--- config.mk ---
export PLATFORM = sky130hd
export DESIGN_NAME = npr_page_readout
export DESIGN_NICKNAME = d
export VERILOG_FILES = /design/src/npr_fifo.sv /design/src/npr_page_readout.sv
export SDC_FILE = /design/constraint.sdc
export NUM_CORES = 1
export LEC_CHECK = 0
export BUFFER_PORTS_ARGS = -buffer_cell sky130_fd_sc_hd__buf_2
export CAP_MARGIN = 15
export CORE_UTILIZATION = 55
export DETAILED_ROUTE_END_ITERATION = 10
export PLACE_DENSITY = 0.85
export REMOVE_ABC_BUFFERS = 1
export SLEW_MARGIN = 30
export SYNTH_ARGS = -nofsm -noshare
export SYNTH_HDL_FRONTEND = slang
export SYNTH_SLANG_ARGS = --single-unit
--- constraint.sdc ---
create_clock -name i_clk_sys -period 3.4 [get_ports i_clk_sys]
set_clock_uncertainty 0.15 [all_clocks]
set_input_delay 0.34 -clock i_clk_sys [delete_from_list [all_inputs] [get_ports i_clk_sys]]
set_output_delay 0.34 -clock i_clk_sys [all_outputs]
set_load 0.01 [all_outputs]
--- src/npr_fifo.sv ---
// constants package and output byte fifo for the nonvolatile page read-out
`timescale 1ns/1ps
`default_nettype none

package npr_pkg;
    // ------------------------------------------------------------------
    // timing
    // ------------------------------------------------------------------
    localparam int CLK_PERIOD_NS = 40;
    localparam int T_RETR_LARGE_NS = 240;
    localparam int T_RETR_SMALL_NS = 360;
    // least times round up to whole cycles
    localparam logic [3:0] RETR_LARGE_CYC =
        4'((T_RETR_LARGE_NS + CLK_PERIOD_NS - 1) / CLK_PERIOD_NS);
    localparam logic [3:0] RETR_SMALL_CYC =
        4'((T_RETR_SMALL_NS + CLK_PERIOD_NS - 1) / CLK_PERIOD_NS);
    // ------------------------------------------------------------------
    // command framing
    // ------------------------------------------------------------------
    localparam logic [7:0] CMD_READ_CFG_DEF = 8'h73;
    localparam logic [7:0] CMD_READ_USER_DEF = 8'hCA;
    localparam logic [1:0] OPERAND_LAST = 2'h2;
    localparam int PAGE_COUNT_W = 14;
    localparam logic [13:0] PAGE_COUNT_MAX = 14'h3FFF;
    // ------------------------------------------------------------------
    // page layout and filler
    // ------------------------------------------------------------------
    localparam int PAGE_BYTES_DEF = 16;
    localparam int PAGE_ADDR_W_DEF = 14;
    localparam int FIFO_DEPTH_DEF = 32;
    localparam logic [4:0] I2C_GAP_BYTES = 5'h10;
    localparam logic [4:0] I2C_DUMMY_BYTES = 5'h04;
    localparam logic [7:0] FILL_BYTE = 8'h00;
endpackage

module npr_fifo #(
    parameter int WIDTH = 8,
    parameter int DEPTH = npr_pkg::FIFO_DEPTH_DEF
) (
    input wire logic i_clk_sys,
    input wire logic i_reset_n,
    input wire logic i_flush,
    input wire logic i_in_valid,
    input wire logic [WIDTH-1:0] i_in_data,
    output logic o_in_ready,
    output logic o_out_valid,
    output logic [WIDTH-1:0] o_out_data,
    input wire logic i_out_ready
);
    localparam int AW = $clog2(DEPTH);

    logic [WIDTH-1:0] mem [DEPTH];
    logic [AW-1:0] wr_ptr;
    logic [AW-1:0] rd_ptr;
    logic [AW:0] fill;

    wire do_wr = i_in_valid && o_in_ready;
    // output stage refills from a non-empty fifo whenever it is empty or being drained
    wire do_ld = (fill != '0) && (!o_out_valid || i_out_ready);
    wire [AW:0] fill_up = fill + (AW+1)'(do_wr);

    assign o_in_ready = fill != (AW+1)'(DEPTH);

    always_ff @(posedge i_clk_sys) begin
        if (do_wr) begin
            mem[wr_ptr] <= i_in_data;
        end
    end

    always_ff @(posedge i_clk_sys or negedge i_reset_n) begin
        if (!i_reset_n) begin
            wr_ptr <= '0;
            rd_ptr <= '0;
            fill <= '0;
        end else if (i_flush) begin
            wr_ptr <= '0;
            rd_ptr <= '0;
            fill <= '0;
        end else begin
            wr_ptr <= wr_ptr + AW'(do_wr);
            rd_ptr <= rd_ptr + AW'(do_ld);
            fill <= fill_up - (AW+1)'(do_ld);
        end
    end

    always_ff @(posedge i_clk_sys or negedge i_reset_n) begin
        if (!i_reset_n) begin
            o_out_valid <= 1'b0;
            o_out_data <= '0;
        end else if (i_flush) begin
            o_out_valid <= 1'b0;
        end else if (do_ld) begin
            o_out_valid <= 1'b1;
            o_out_data <= mem[rd_ptr];
        end else if (i_out_ready) begin
            o_out_valid <= 1'b0;
        end
    end
endmodule

`default_nettype wire

--- src/npr_page_readout.sv ---
// page read-out engine for the config and user nonvolatile arrays
`timescale 1ns/1ps
`default_nettype none

module npr_page_readout #(
    parameter logic [7:0] CMD_READ_CFG = npr_pkg::CMD_READ_CFG_DEF,
    parameter logic [7:0] CMD_READ_USER = npr_pkg::CMD_READ_USER_DEF,
    parameter bit SMALL_DENSITY = 1'b0,
    parameter int PAGE_BYTES = npr_pkg::PAGE_BYTES_DEF,
    parameter int PAGE_ADDR_W = npr_pkg::PAGE_ADDR_W_DEF,
    parameter int FIFO_DEPTH = npr_pkg::FIFO_DEPTH_DEF
) (
    input wire logic i_clk_sys,
    input wire logic i_reset_n,
    input wire logic i_rx_valid,
    input wire logic [7:0] i_rx_byte,
    input wire logic i_rx_end,
    input wire logic i_port_is_i2c,
    input wire logic [PAGE_ADDR_W-1:0] i_page_ptr,
    output logic o_mem_rd,
    output logic o_mem_array,
    output logic [PAGE_ADDR_W-1:0] o_mem_page,
    output logic [$clog2(PAGE_BYTES)-1:0] o_mem_byte,
    input wire logic [7:0] i_mem_data,
    output logic o_tx_valid,
    output logic [7:0] o_tx_byte,
    input wire logic i_tx_ready,
    output logic o_busy
);
    localparam int BW = $clog2(PAGE_BYTES);
    localparam int CW = npr_pkg::PAGE_COUNT_W;
    localparam logic [3:0] RETR_CYC = SMALL_DENSITY ?
        npr_pkg::RETR_SMALL_CYC : npr_pkg::RETR_LARGE_CYC;

    typedef enum logic [2:0] {
        S_IDLE, S_OPER, S_WAIT, S_PAGE, S_FILL
    } npr_state_t;

    // ------------------------------------------------------------------
    // state
    // ------------------------------------------------------------------
    npr_state_t state, next_state;
    logic array_sel;
    logic is_i2c;
    logic [1:0] op_cnt;
    logic [CW-1:0] count;
    logic [3:0] wait_cnt;
    logic [PAGE_ADDR_W-1:0] page, next_page;
    logic [BW-1:0] byte_idx;
    logic rd_pending;
    logic [CW-1:0] emitted;
    logic [4:0] fill_cnt, next_fill_cnt;
    logic fill_last, next_fill_last;
    logic fifo_in_ready;

    // ------------------------------------------------------------------
    // decode
    // ------------------------------------------------------------------
    wire is_cfg_cmd = i_rx_byte == CMD_READ_CFG;
    wire is_user_cmd = i_rx_byte == CMD_READ_USER;
    wire rx_cmd = i_rx_valid && (is_cfg_cmd || is_user_cmd);
    wire cmd_take = state == S_IDLE && rx_cmd && !i_rx_end;
    wire op_take = state == S_OPER && i_rx_valid;
    wire issue = state == S_PAGE && !rd_pending && fifo_in_ready;
    wire push_mem = state == S_PAGE && rd_pending;
    wire last_byte = byte_idx == BW'(PAGE_BYTES - 1);
    wire page_end = push_mem && last_byte;
    // a zero count is read as a single page
    wire [CW-1:0] eff_count = (count == '0) ? CW'(1) : count;
    wire [CW-1:0] next_emitted = emitted + CW'(1);
    wire more = next_emitted < eff_count;
    wire first_page = emitted == '0;
    wire push_fill = state == S_FILL && fifo_in_ready;
    wire fill_end = push_fill && fill_cnt == 5'h01;
    wire fifo_in_valid = push_mem || push_fill;
    wire [7:0] fifo_in_data = push_mem ? i_mem_data : npr_pkg::FILL_BYTE;

    // ------------------------------------------------------------------
    // sequencing
    // ------------------------------------------------------------------
    always_comb begin
        next_state = state;
        next_page = page;
        next_fill_cnt = fill_cnt;
        next_fill_last = fill_last;
        if (i_rx_end) begin
            next_state = S_IDLE;
        end else begin
            unique case (state)
                S_IDLE: begin
                    if (rx_cmd) begin
                        next_state = S_OPER;
                    end
                end
                S_OPER: begin
                    if (i_rx_valid && op_cnt == npr_pkg::OPERAND_LAST) begin
                        next_state = S_WAIT;
                    end
                end
                S_WAIT: begin
                    if (wait_cnt == 4'h0) begin
                        next_state = S_PAGE;
                        next_page = i_page_ptr;
                    end
                end
                S_PAGE: begin
                    if (page_end && !more) begin
                        next_state = S_IDLE;
                        if (is_i2c && !first_page) begin
                            next_state = S_FILL;
                            next_fill_cnt = npr_pkg::I2C_DUMMY_BYTES;
                            next_fill_last = 1'b1;
                        end
                    end else if (page_end && first_page) begin
                        // page stays put: the pointer page goes out twice
                        if (is_i2c) begin
                            next_state = S_FILL;
                            next_fill_cnt = npr_pkg::I2C_GAP_BYTES;
                            next_fill_last = 1'b0;
                        end
                    end else if (page_end) begin
                        next_page = page + PAGE_ADDR_W'(1);
                        if (is_i2c) begin
                            next_state = S_FILL;
                            next_fill_cnt = npr_pkg::I2C_DUMMY_BYTES;
                            next_fill_last = 1'b0;
                        end
                    end
                end
                S_FILL: begin
                    if (fill_end) begin
                        next_state = fill_last ? S_IDLE : S_PAGE;
                    end
                end
            endcase
        end
    end

    always_ff @(posedge i_clk_sys or negedge i_reset_n) begin
        if (!i_reset_n) begin
            state <= S_IDLE;
            page <= '0;
            fill_cnt <= '0;
            fill_last <= 1'b0;
            o_busy <= 1'b0;
        end else begin
            state <= next_state;
            page <= next_page;
            fill_cnt <= push_fill ? fill_cnt - 5'h01 : next_fill_cnt;
            fill_last <= next_fill_last;
            o_busy <= next_state != S_IDLE;
        end
    end

    // the retrieval delay runs under the operand bytes, so a slow port
    // sees only the single cycle spent in S_WAIT after the last operand
    always_ff @(posedge i_clk_sys or negedge i_reset_n) begin
        if (!i_reset_n) begin
            wait_cnt <= 4'h0;
            op_cnt <= 2'h0;
            count <= '0;
            array_sel <= 1'b0;
            is_i2c <= 1'b0;
        end else if (cmd_take) begin
            wait_cnt <= RETR_CYC;
            op_cnt <= 2'h0;
            array_sel <= is_user_cmd;
            is_i2c <= i_port_is_i2c;
        end else begin
            if (wait_cnt != 4'h0) begin
                wait_cnt <= wait_cnt - 4'h1;
            end
            if (op_take) begin
                // last two operand bytes carry the page count
                op_cnt <= op_cnt + 2'h1;
                count <= CW'({count[5:0], i_rx_byte});
            end
        end
    end

    // one read in flight at a time; room was checked when it was issued
    always_ff @(posedge i_clk_sys or negedge i_reset_n) begin
        if (!i_reset_n) begin
            rd_pending <= 1'b0;
            byte_idx <= '0;
            emitted <= '0;
            o_mem_rd <= 1'b0;
            o_mem_array <= 1'b0;
            o_mem_page <= '0;
            o_mem_byte <= '0;
        end else begin
            rd_pending <= issue;
            o_mem_rd <= issue;
            if (state == S_WAIT) begin
                byte_idx <= '0;
                emitted <= '0;
            end else if (push_mem) begin
                byte_idx <= last_byte ? '0 : byte_idx + BW'(1);
                if (last_byte) begin
                    emitted <= next_emitted;
                end
            end
            if (issue) begin
                o_mem_array <= array_sel;
                o_mem_page <= page;
                o_mem_byte <= byte_idx;
            end
        end
    end

    // ------------------------------------------------------------------
    // output buffer
    // ------------------------------------------------------------------
    npr_fifo #(
        .WIDTH(8),
        .DEPTH(FIFO_DEPTH)
    ) u_fifo (
        .i_clk_sys(i_clk_sys),
        .i_reset_n(i_reset_n),
        .i_flush(i_rx_end),
        .i_in_valid(fifo_in_valid),
        .i_in_data(fifo_in_data),
        .o_in_ready(fifo_in_ready),
        .o_out_valid(o_tx_valid),
        .o_out_data(o_tx_byte),
        .i_out_ready(i_tx_ready)
    );
endmodule

`default_nettype wire

# Word level (Yosys, flattened, before mapping)
# Memories as Yosys holds them, arrays and structs flattened. A register that Yosys moved wholly into a read port is not among the register bits.
# Cells that the tools add are included.
# totals
out_inout_bits	30
romBits	0
in_bits	36
elab_cells	151
memories	1
reg_bits	101
latchBits	0
mem_bits_rw	256
# classes
multipliers	0
bitwise	2
mux	51
div	0
n_reduce_logical	47
shift	0
eq_ne	19
magnitude_cmp	1
addsub	10
# memory_table
memory	words	word_bits	rd	rd_clocked_by_memory_dff	wr	line_no	source
u_fifo.mem	32	8	1	1	1	npr_fifo.sv:52	logic [WIDTH-1:0] mem [DEPTH];
# ops
cell	count
two-way mux 14 bit	8
two-way mux 5 bit	11
two-way mux 3 bit	10
adder 14 x 1 -> 14 bit (second input constant)	2
zero test 14 bit	2
one-hot mux 14 bit (2 select lines)	1
two-way mux 4 bit	5
logical AND 1 bit	16
one-hot mux 3 bit (5 select lines)	1
less-than comparator 14 bit	1
AND reduction 6 bit	2
nonzero test 2 bit	6
adder 5 x 1 -> 5 bit	2
two-way mux 1 bit	10
nonzero test 3 bit	3
equality test 8 x 7 -> 1 bit (second input constant)	1
equality test 8 bit (second input constant)	1
two-way mux 8 bit	1
!= test 2 bit (second input constant)	4
nonzero test 4 bit	2
adder 6 x 1 -> 6 bit	1
equality test 3 x 2 -> 1 bit (second input constant)	2
zero test 1 bit	6
two-way mux 2 bit	3
23 further kinds	29

# Longest topological paths before layout
# Gate-level depths: netlist (run 1).
# logic_depth
word_depth	9
mapped_depth	14
ltp_nobuf	13

# Hierarchy
# A second synthesis (run 1) with hierarchy kept.
# unflattened
cells_unflattened	1066
hier_area_um2	15805.2
# by_module_without_submodules
mod	instances	seq_area_each_um2	cells_per_inst	area_per_inst_um2
npr_fifo	1	8313.0	575	11164.5
npr_page_readout	1	2102.0	491	4640.7

# Worst setup path before layout (run 1)
# No wires, ideal clock.
# synth_timing
path_kind	flip-flop to flip-flop
start	register emitted[2]
end	register page[13]
setup_time_ns	0.126
path_buffers	1
period_less_slack_ns	3.764
setup_slack_ns	-0.364
arrival_ns	3.488
required_time_ns	3.124
stages_incl_launch_ff	14
path_cell_list	dfrtp_1 clkbuf_1 nand2_1 nor4_1 and3_1 and3_1 xor2_1 ha_1 nand4_1 a2111oi_1 a221oi_4 nand4_1 or4_1 o311a_1
# synth_between
elab_chain_cells	6
word_cells_on_any_way	9
classes_between	add/sub (1); order compare (1); eq/ne (2); reduce/logical (5)
# synth_lines
item	line_no	source
from (decl)	npr_page_readout.sv:51	logic [CW-1:0] emitted;
from (signal assigned)	npr_page_readout.sv:200	emitted <= next_emitted;
adder 14 x 1 -> 14 bit	npr_page_readout.sv:70	wire [CW-1:0] next_emitted = emitted + CW'(1);
less-than comparator 14 bit	npr_page_readout.sv:71	wire more = next_emitted < eff_count;
zero test 1 bit	npr_page_readout.sv:107	if (page_end && !more) begin
logical AND 1 bit	npr_page_readout.sv:107	
!= test 2 bit (no line)	n/a	
AND reduction 6 bit (no line) (*)	n/a	
to (signal assigned)	npr_page_readout.sv:148	page <= next_page;
to (decl)	npr_page_readout.sv:48	logic [PAGE_ADDR_W-1:0] page, next_page;
# Mark *: on every way between the ends. The rest lies on a longest branch, timed or not.
# A chain may end at the register's enable or synchronous reset.

# Worst setup path after layout (run 1)
# layout_timing
start	register emitted[0]
end	register page[12]
# Same word-level chain as after synthesis.

==> summary.md, run 1 <==
| Metric | Value |
|---|---|
| GRT Total Usage | 25.2% |
| Top FF cell, synth | edfxtp_1 |
| Most frequent cells in the layout | edfxtp_1, dfrtp_1, nor2_1 |
| Max IR drop VDD | 541 uV |
| DP Area | ~17000 sq um |
| Unrepaired setup endpoints after global routing | yes |
| Syn Inst Count | around 1000 |
| Data arrival, critical path | ~3700 ps |
| Post-synth EDFFs | between 200 and 300 |
| Core footprint | 28000 sq um |
| Critical path class | reg2reg |
| Hold/Removal Path Class | in2reg |
| Failing checks | setup timing |
| Rel. slew slack | a little under half |
| Cells on worst reg2reg path | 14 |
| Finish-stage setup viols | 5 |
| Die width | 172 um |
| CP max stage delay | 440 ps |
| Starting density of the core | 56.5% |
| P per Cell Area | 669 nW/um^2 |
| Final wirelength | 35.6 mm |
| Port Buffers | 65 |
| Remaining DRCs | 0 |
| Lkg Pwr | 7.29 nW |
| Pins Over Slew Limit | 0 |
| Maximum clock rate | 0.288 GHz |
| Vias | 9821 |
| Num rows | 61 |
| Status | finished with violations |
| CTS clk-pin slew, worst paths | 60 ps |
| GP Congestion | 0.910 |
| Worst-Margin Slew | 813 ps |
| Fin. Hold Viols | 0 |
| Crit path max fanout | 5 |
| Vias in the first global route | 10100 |
| GR Overflow Total | 0 |
| Worst Path Required | 3640 ps |
| Num CTS Buffers | 37 |
| Sequential-to-total area share from yosys stat | 65.8% |
| Largest net degree at the start of global routing | between 100 and 150 |
| Final hold slack | 9.18 ps |
| CTS sink cnt | 365 |
| Worst hold stages | 4 |
| Vias/cell | approximately 6.1 |
| Detailed Place HPWL | 21.9 mm |
| Crit Reg-Reg Endpoint | page[12] |
| CTS tree | built |
| Worst-path cell chain | ha_2, nand3_1, nor3_2, and3_4, nand3_2, xnor2_2, ha_1, nand4_1, nor2_1, a221oi_4, nand4_1, buf_4, mux2i_1, or3_1 |
| Worst setup EP type | flop |
| Insertion delay to the later sink of the worst-skew pair | 530 ps |
| Synth area leaders | edfxtp_1, dfrtp_1, mux4_2 |
| Initial antenna violation count | 1 |
| Total Power | approximately 12 mW |
| R2R Setup Slk | -70 ps |
| Final WS setup | -69.9 ps |
| Post-Syn Area | 15800 sq um |
| Antenna Nets Post-Route | 0 |
| H-tree levels | 2 |
| ANT cells | 0 |
| Die area | 29500 sq um |
| Max-cap violations | 0 |
| Total Negative Setup Slacks | -189 ps |
| Initial drt markers | 1031 |
| Post-synth top area share | around half |
| First-pass DRT Iterations | 7 |
| Crit path time final | 3470 ps |
| Synth warn | 0 |
| Hold Path Sink | page[7] |
| I/O Pins | 66 |
| Most common cell after layout, fill and taps aside | edfxtp_1 |
| Mean Syn Cell Area | 15.3 sq um |
| Final period util | 102% |
| Drt wl/cell | 22.2 um |
| DIE HEIGHT | 172 um |
| Post-synthesis register bit count | 365 |
| Top cell by count, worst path | nand4_1 |
| Nets | 1269 |
| First-pass GRT wire length | roughly 56 mm |
| P&R area growth vs syn | 18.0% |
| Crit path max-delay cell type | a221oi_4 |
| Reg2reg start | emitted[0] |
| Unique masters post-synth | 70 |
| Critical Path Source Type | flop |
| Worst min-delay path startpoint | i_page_ptr[7] |
| Design Area, Final | 18700 sq um |
| Layout cells sized above 1 | 27.4% |
| Post-Place Worst Slack | -251 ps |
| Clock root buffer | clkbuf_16 |
| Ys async rst share | 29.9% |
| Area leader, netlist | edfxtp_1 |
| Clk buf depth | 3 |
## power breakdown
part / leakage [nW] / internal (mW) / switching [mW]
Sequential: 3.84 / 5.09 / 0.445
Combinational: 2.87 / 1.53 / 1.39
Clock: 0.584 / 2.38 / 1.65
Total: 7.29 / 9.00 / 3.49
## metal layers
layer	wire length, um	part of all wire, %	track usage [%]
met1	13600	38	32.0
met2	18200	51	43.9
met4	1040	2.9	8.81
met3	2770	7.8	4.26
met5	13	0.036	0
## state kept, by name, indices dropped and copies added (netlist names), 5 cells and up
| name | flops |
|---|---|
| count | 14 |
| emitted | 14 |
| fill_cnt | 5 |
| o_mem_page | 14 |
| page | 14 |
| u_fifo.fill | 6 |
| u_fifo.mem | 256 |
| u_fifo.o_out_data | 8 |
| u_fifo.rd_ptr | 5 |
| u_fifo.wr_ptr | 5 |
## layout make-up
cell class | count | area, sq um
flip-flops and latches | 365 | 10400
fillers | 1827 | 9330
multi-input cells | 585 | 5230
repair buffers | 170 | 1200
clock buffers | 57 | 1050
well taps | 378 | 473
clock inverters | 11 | 156
inverters | 39 | 146
## kinds of logic (layout without fill, tap and decap cells)
kind of cell             Yosys count  after routing  synth area share [%]
adder cells (fa/ha/maj)           35             35                  2.81
AO/OA/AOI/OAI                    119            119                  5.07
multiplexers                     110            110                  13.4
buffers and inverters             87            277                  2.13
XOR/XNOR                          27             27                  1.49
flip-flops                       365            365                  65.8
AND/OR/NAND/NOR                  294            294                  9.28
## through the flow
| stage | std cells | util, % |
|---|---|---|
| 3_3_place_gp | 1511 | 61.0 |
| 5_1_grt | 1605 | 66.7 |
| 4_1_cts | 1599 | 66.2 |
| 2_1_floorplan | 989 | - |
| 6_report | 1605 | 66.7 |
| 3_5_place_dp | 1511 | 61.0 |
## synthesized netlist by cell type (4+ instances only)
| library cell | number |
|---|---|
| o22ai_1 | 7 |
| nor4_1 | 7 |
| dfrtp_1 | 109 |
| nand2_1 | 75 |
| or3_1 | 8 |
| nand3_1 | 29 |
| o21ai_0 | 40 |
| edfxtp_1 | 256 |
| nor2b_1 | 11 |
| and2_1 | 9 |
| buf_2 | 9 |
| o211ai_1 | 4 |
| nand2b_1 | 4 |
| a21oi_1 | 21 |
| mux4_2 | 80 |
| nor3_1 | 11 |
| xnor2_1 | 12 |
| or4_1 | 4 |
| clkbuf_1 | 35 |
| a21o_1 | 7 |
| inv_1 | 39 |
| ha_1 | 34 |
| mux2_2 | 18 |
| nand3b_1 | 7 |
| and3_1 | 13 |
| nand4_1 | 11 |
| buf_1 | 4 |
| mux2i_1 | 12 |
| nor2_1 | 85 |
| a2bb2oi_1 | 5 |
| xor2_1 | 15 |
## critical path, delay by kind of cell, from the launching register on
kind	cells	cell delay [ps]
xor gates and xnor gates	1	160
muxes	1	110
DFF	1	400
buffers and inverters	1	190
adders and majority gates	2	490
AOI/OAI and AO/OA	1	440
and+or+nand+nor	8	1390
## worst max path at each step
stage	from	end	slack (ps)
final	emitted[0]	page[12]	-70
after detailed placement	emitted[1]	page[7]	-250
after global placement	emitted[1]	page[7]	-170
after floorplan	u_fifo.rd_ptr[0]	u_fifo.o_out_data[0]	-790
after CTS	emitted[0]	page[9]	10
after global routing	emitted[2]	page[12]	-230
## repair_timing
item,CTS,global route
setup buffers,2,5
setup endpoints to repair,21,21
hold buffers,18,0
gates resized for setup,13,17
pin swaps,14,1
hold endpoints to repair,126,0
cloned,0,0
(Power assumes the default switching activity.)
==> run 2, diff against run 1 <==
- ABC_AREA: default -> 1
- CORE_UTILIZATION: 55 -> 40
- PLACE_DENSITY: 0.85 -> 0.68
- SLEW_MARGIN: 30 -> 20
==> summary.md, run 2 <==
| Metric | Value |
|---|---|
| Num rows | 73 |
| Port Buffers | 65 |
| Post-synth EDFFs | 256 |
| Max-cap violations | 0 |
| Most common cell after layout, fill and taps aside | edfxtp_1 |
| Commonest cells post-synth | edfxtp_1, inv_1, o21ai_0 |
| Fillers | 3529 |
| Post-Place Worst Slack | 0.130 ps |
| Largest net degree at the start of global routing | 76 |
| Top FF cell, synth | edfxtp_1 |
| Hold/Removal Path Class | in2reg |
| Sw Share | 33.1% |
| Synth Area in Simple Gates | a little under a tenth |
| P&R area growth vs syn | 17.0% |
| Final period util | 93.1% |
| Antenna Nets Post-Route | 0 |
| Crit path max fanout | 13 |
| Starting density of the core | just over 40% |
| Post-synth top area share | a little under half |
| Worst min-delay path startpoint | i_page_ptr[8] |
| Sequential-to-total area share from yosys stat | 63.9% |
| Critical path class | reg2reg |
| Flip-flop count of the largest register after layout | 256 |
| Post-Syn Area | 16300 sq um |
| Post-synthesis mux area share | 4.00% |
| Detailed Place HPWL | ~23 mm |
| Status | complete, no violations |
| Remaining DRCs | 0 |
| DIE HEIGHT | 204 um |
| Largest family of logic cells by synthesized area | compound AO/OA/AOI/OAI gates |
| CTS clk-pin slew, worst paths | 60 ps |
| Reg2reg start | emitted[0] |
| CTS sink cnt | 365 |
| Post-synthesis register bit count | between 300 and 400 |
| Logic gate share of total power | ~28% |
| GRT Total Usage | 18.0% |
| Biggest register | u_fifo.mem |
| Synth area leaders | edfxtp_1, dfrtp_1, o21ai_0 |
| Area leader, netlist | edfxtp_1 |
| Unique masters post-synth | 39 |
| Sw power | 4.50 mW |
| ANT cells | 0 |
| Fin util | 47.8% |
| Clock network power share | 30.9% |
| I/O Pins | 66 |
| Vias in the first global route | roughly 11000 |
| H-tree levels | 2 |
| Insertion delay to the later sink of the worst-skew pair | 540 ps |
| Final wirelength | 36.6 mm |
| Worst setup EP type | flop |
| Finish-stage setup viols | 0 |
| Most numerous cell in the Yosys netlist | edfxtp_1 |
| Layout cells sized above 1 | 14.2% |
| GP Congestion | 0.853 |
| Most frequent cells in the layout | edfxtp_1, inv_1, o21ai_0 |
| GR Overflow Total | 0 |
| Ys async rst share | approximately 30% |
| Adder-Cell Fraction of Synth Area | approximately 2.7% |
| Worst-Margin Slew | about 960 ps |
| Worst Path Required | 3710 ps |
| Fin. Hold Viols | 0 |
| Num CTS Buffers | 38 |
| Rel. slew slack | 35.5% |
| Die width | 204 um |
| Mean Syn Cell Area | 11.2 sq um |
| Maximum clock rate | 0.316 GHz |
| Initial antenna violation count | 0 |
| Sequential power share | 41.4% |
| Clock root buffer | clkbuf_16 |
| Critical Path Source Type | flop |
| Syn Inst Count | 1457 |
| Vias/cell | approximately 5.2 |
| First-pass DRT Iterations | 5 |
| Initial drt markers | 728 |
| Compound-Gate Fraction of Synth Area | 12.5% |
| Data arrival, critical path | 3470 ps |
| First-pass GRT wire length | roughly 59 mm |
| Lkg Pwr | 7.72 nW |
| Core footprint | 39900 sq um |
| Max IR drop VDD | 400 uV |
| Clk buf depth | 3 |
| Crit path time final | approximately 3200 ps |
| Synth warn | 0 |
| Pins Over Slew Limit | 0 |
| XOR/XNOR share of the synthesized area | 1.24% |
| Vias | 11100 |
| P per Cell Area | 713 nW/um^2 |
| Internal Power | 9.09 mW |
| Nets | between 1500 and 2000 |
| Drt wl/cell | around 17 um |
| CTS tree | built |
| Die area | 41500 sq um |
| CP startpoint | emitted[0] |
| Final WS setup | 236 ps |
-- run 2: changes by cell type after synthesis, moves of 13 or more --
cell,change
inv_1,+142
o21ai_0,+129
mux4_2,-80
mux2i_1,+52
nand3_1,+36
mux2_2,-17
a21oi_1,+72
and3_1,-13
nor2_1,+14
nand2_1,+78
o211ai_1,+62
-- run 2: timing repair --
item,in CTS,in global routing
endpoints found under the hold margin,90,0
resized for setup,1,6
setup buffers,0,2
pin swaps,0,2
endpoints found under the setup margin,8,16
hold buffers,24,0
-- run 2: power groups by stage --
stage	sequential, mW	combinational [mW]	clock (mW)
6_report	5.62	3.76	4.20
5_1_grt	5.70	4.25	4.45
4_1_cts	5.62	3.77	4.28
3_5_place_dp	5.70	3.72	0
3_3_place_gp	5.69	3.60	0
2_1_floorplan	5.86	2.40	0
-- run 2: stage by stage --
step	cell area (sq um)	power (mW)	instances	TNS, ps	hold slack (ps)
after global routing	19100	14.4	2135	-1100	153
after global placement	17500	9.30	2039	0	307
final	19100	13.6	2135	0	101
after detailed placement	17500	9.43	2039	0	308
after floorplan	16000	8.26	1393	-20730	-106
after CTS	19000	13.7	2133	0	61.8
-- run 2: final cells by class --
type	instances	area [sq um]	share of cell area (%)
clock buffers	50	1050	5.49
clock inverters	20	214	1.12
inverters	191	726	3.81
multi-input cells	837	4930	25.9
flip-flops and latches	365	10400	54.7
well taps	525	657	3.45
repair buffers	147	1070	5.59
-- run 2: layer usage --
layer | part of all wire [%] | wire length [um] | up-vias | GRT usage [%]
met3 | 5.8 | 2130 | 59 | 2.90
met2 | 47 | 17200 | 326 | 29.0
met1 | 45 | 16600 | 5377 | 25.1
met4 | 2.0 | 738 | 0 | 4.99
met5 | 0 | 0 | - | 0
li1 | - | - | 5351 | -
-- run 2: worst max-delay path, stage by stage, from the launching register on --
cell and delay (ps):
dfrtp_1 390, inv_1 90, nor3_2 190, nand3_1 140, nor2_1 170, nand2_1 140, nor3_2 160, xor2_1 220
inv_1 80, ha_1 330, a21oi_1 140, o21ai_0 90, nor2_1 110, nand2_1 100, nand2_2 120, nand2_4 100
inv_6 120, buf_12 150, nand2_1 60, o21ai_2 60
-- run 2: final timing paths --
| path | end | slack, ps | cells after the start |
|---|---|---|---|
| worst max-delay path | page[4] | 240 | 19 |
| worst min-delay path | page[8] | 100 | 5 |
| worst max register to register | page[4] | 240 | 19 |
| worst min register to register | o_mem_page[6] | 330 | 2 |
| max in group asynchronous | emitted[13] | 2040 | 3 |
| min in group asynchronous | page[7] | 320 | 2 |
-- run 2: logic make-up after synthesis --
kind of cell / count (synthesis)
AO/OA/AOI/OAI: 359
buffers and inverters: 255
AND/OR/NAND/NOR: 355
multiplexers: 65
flip-flops: 365
adder cells (fa/ha/maj): 35
XOR/XNOR: 23
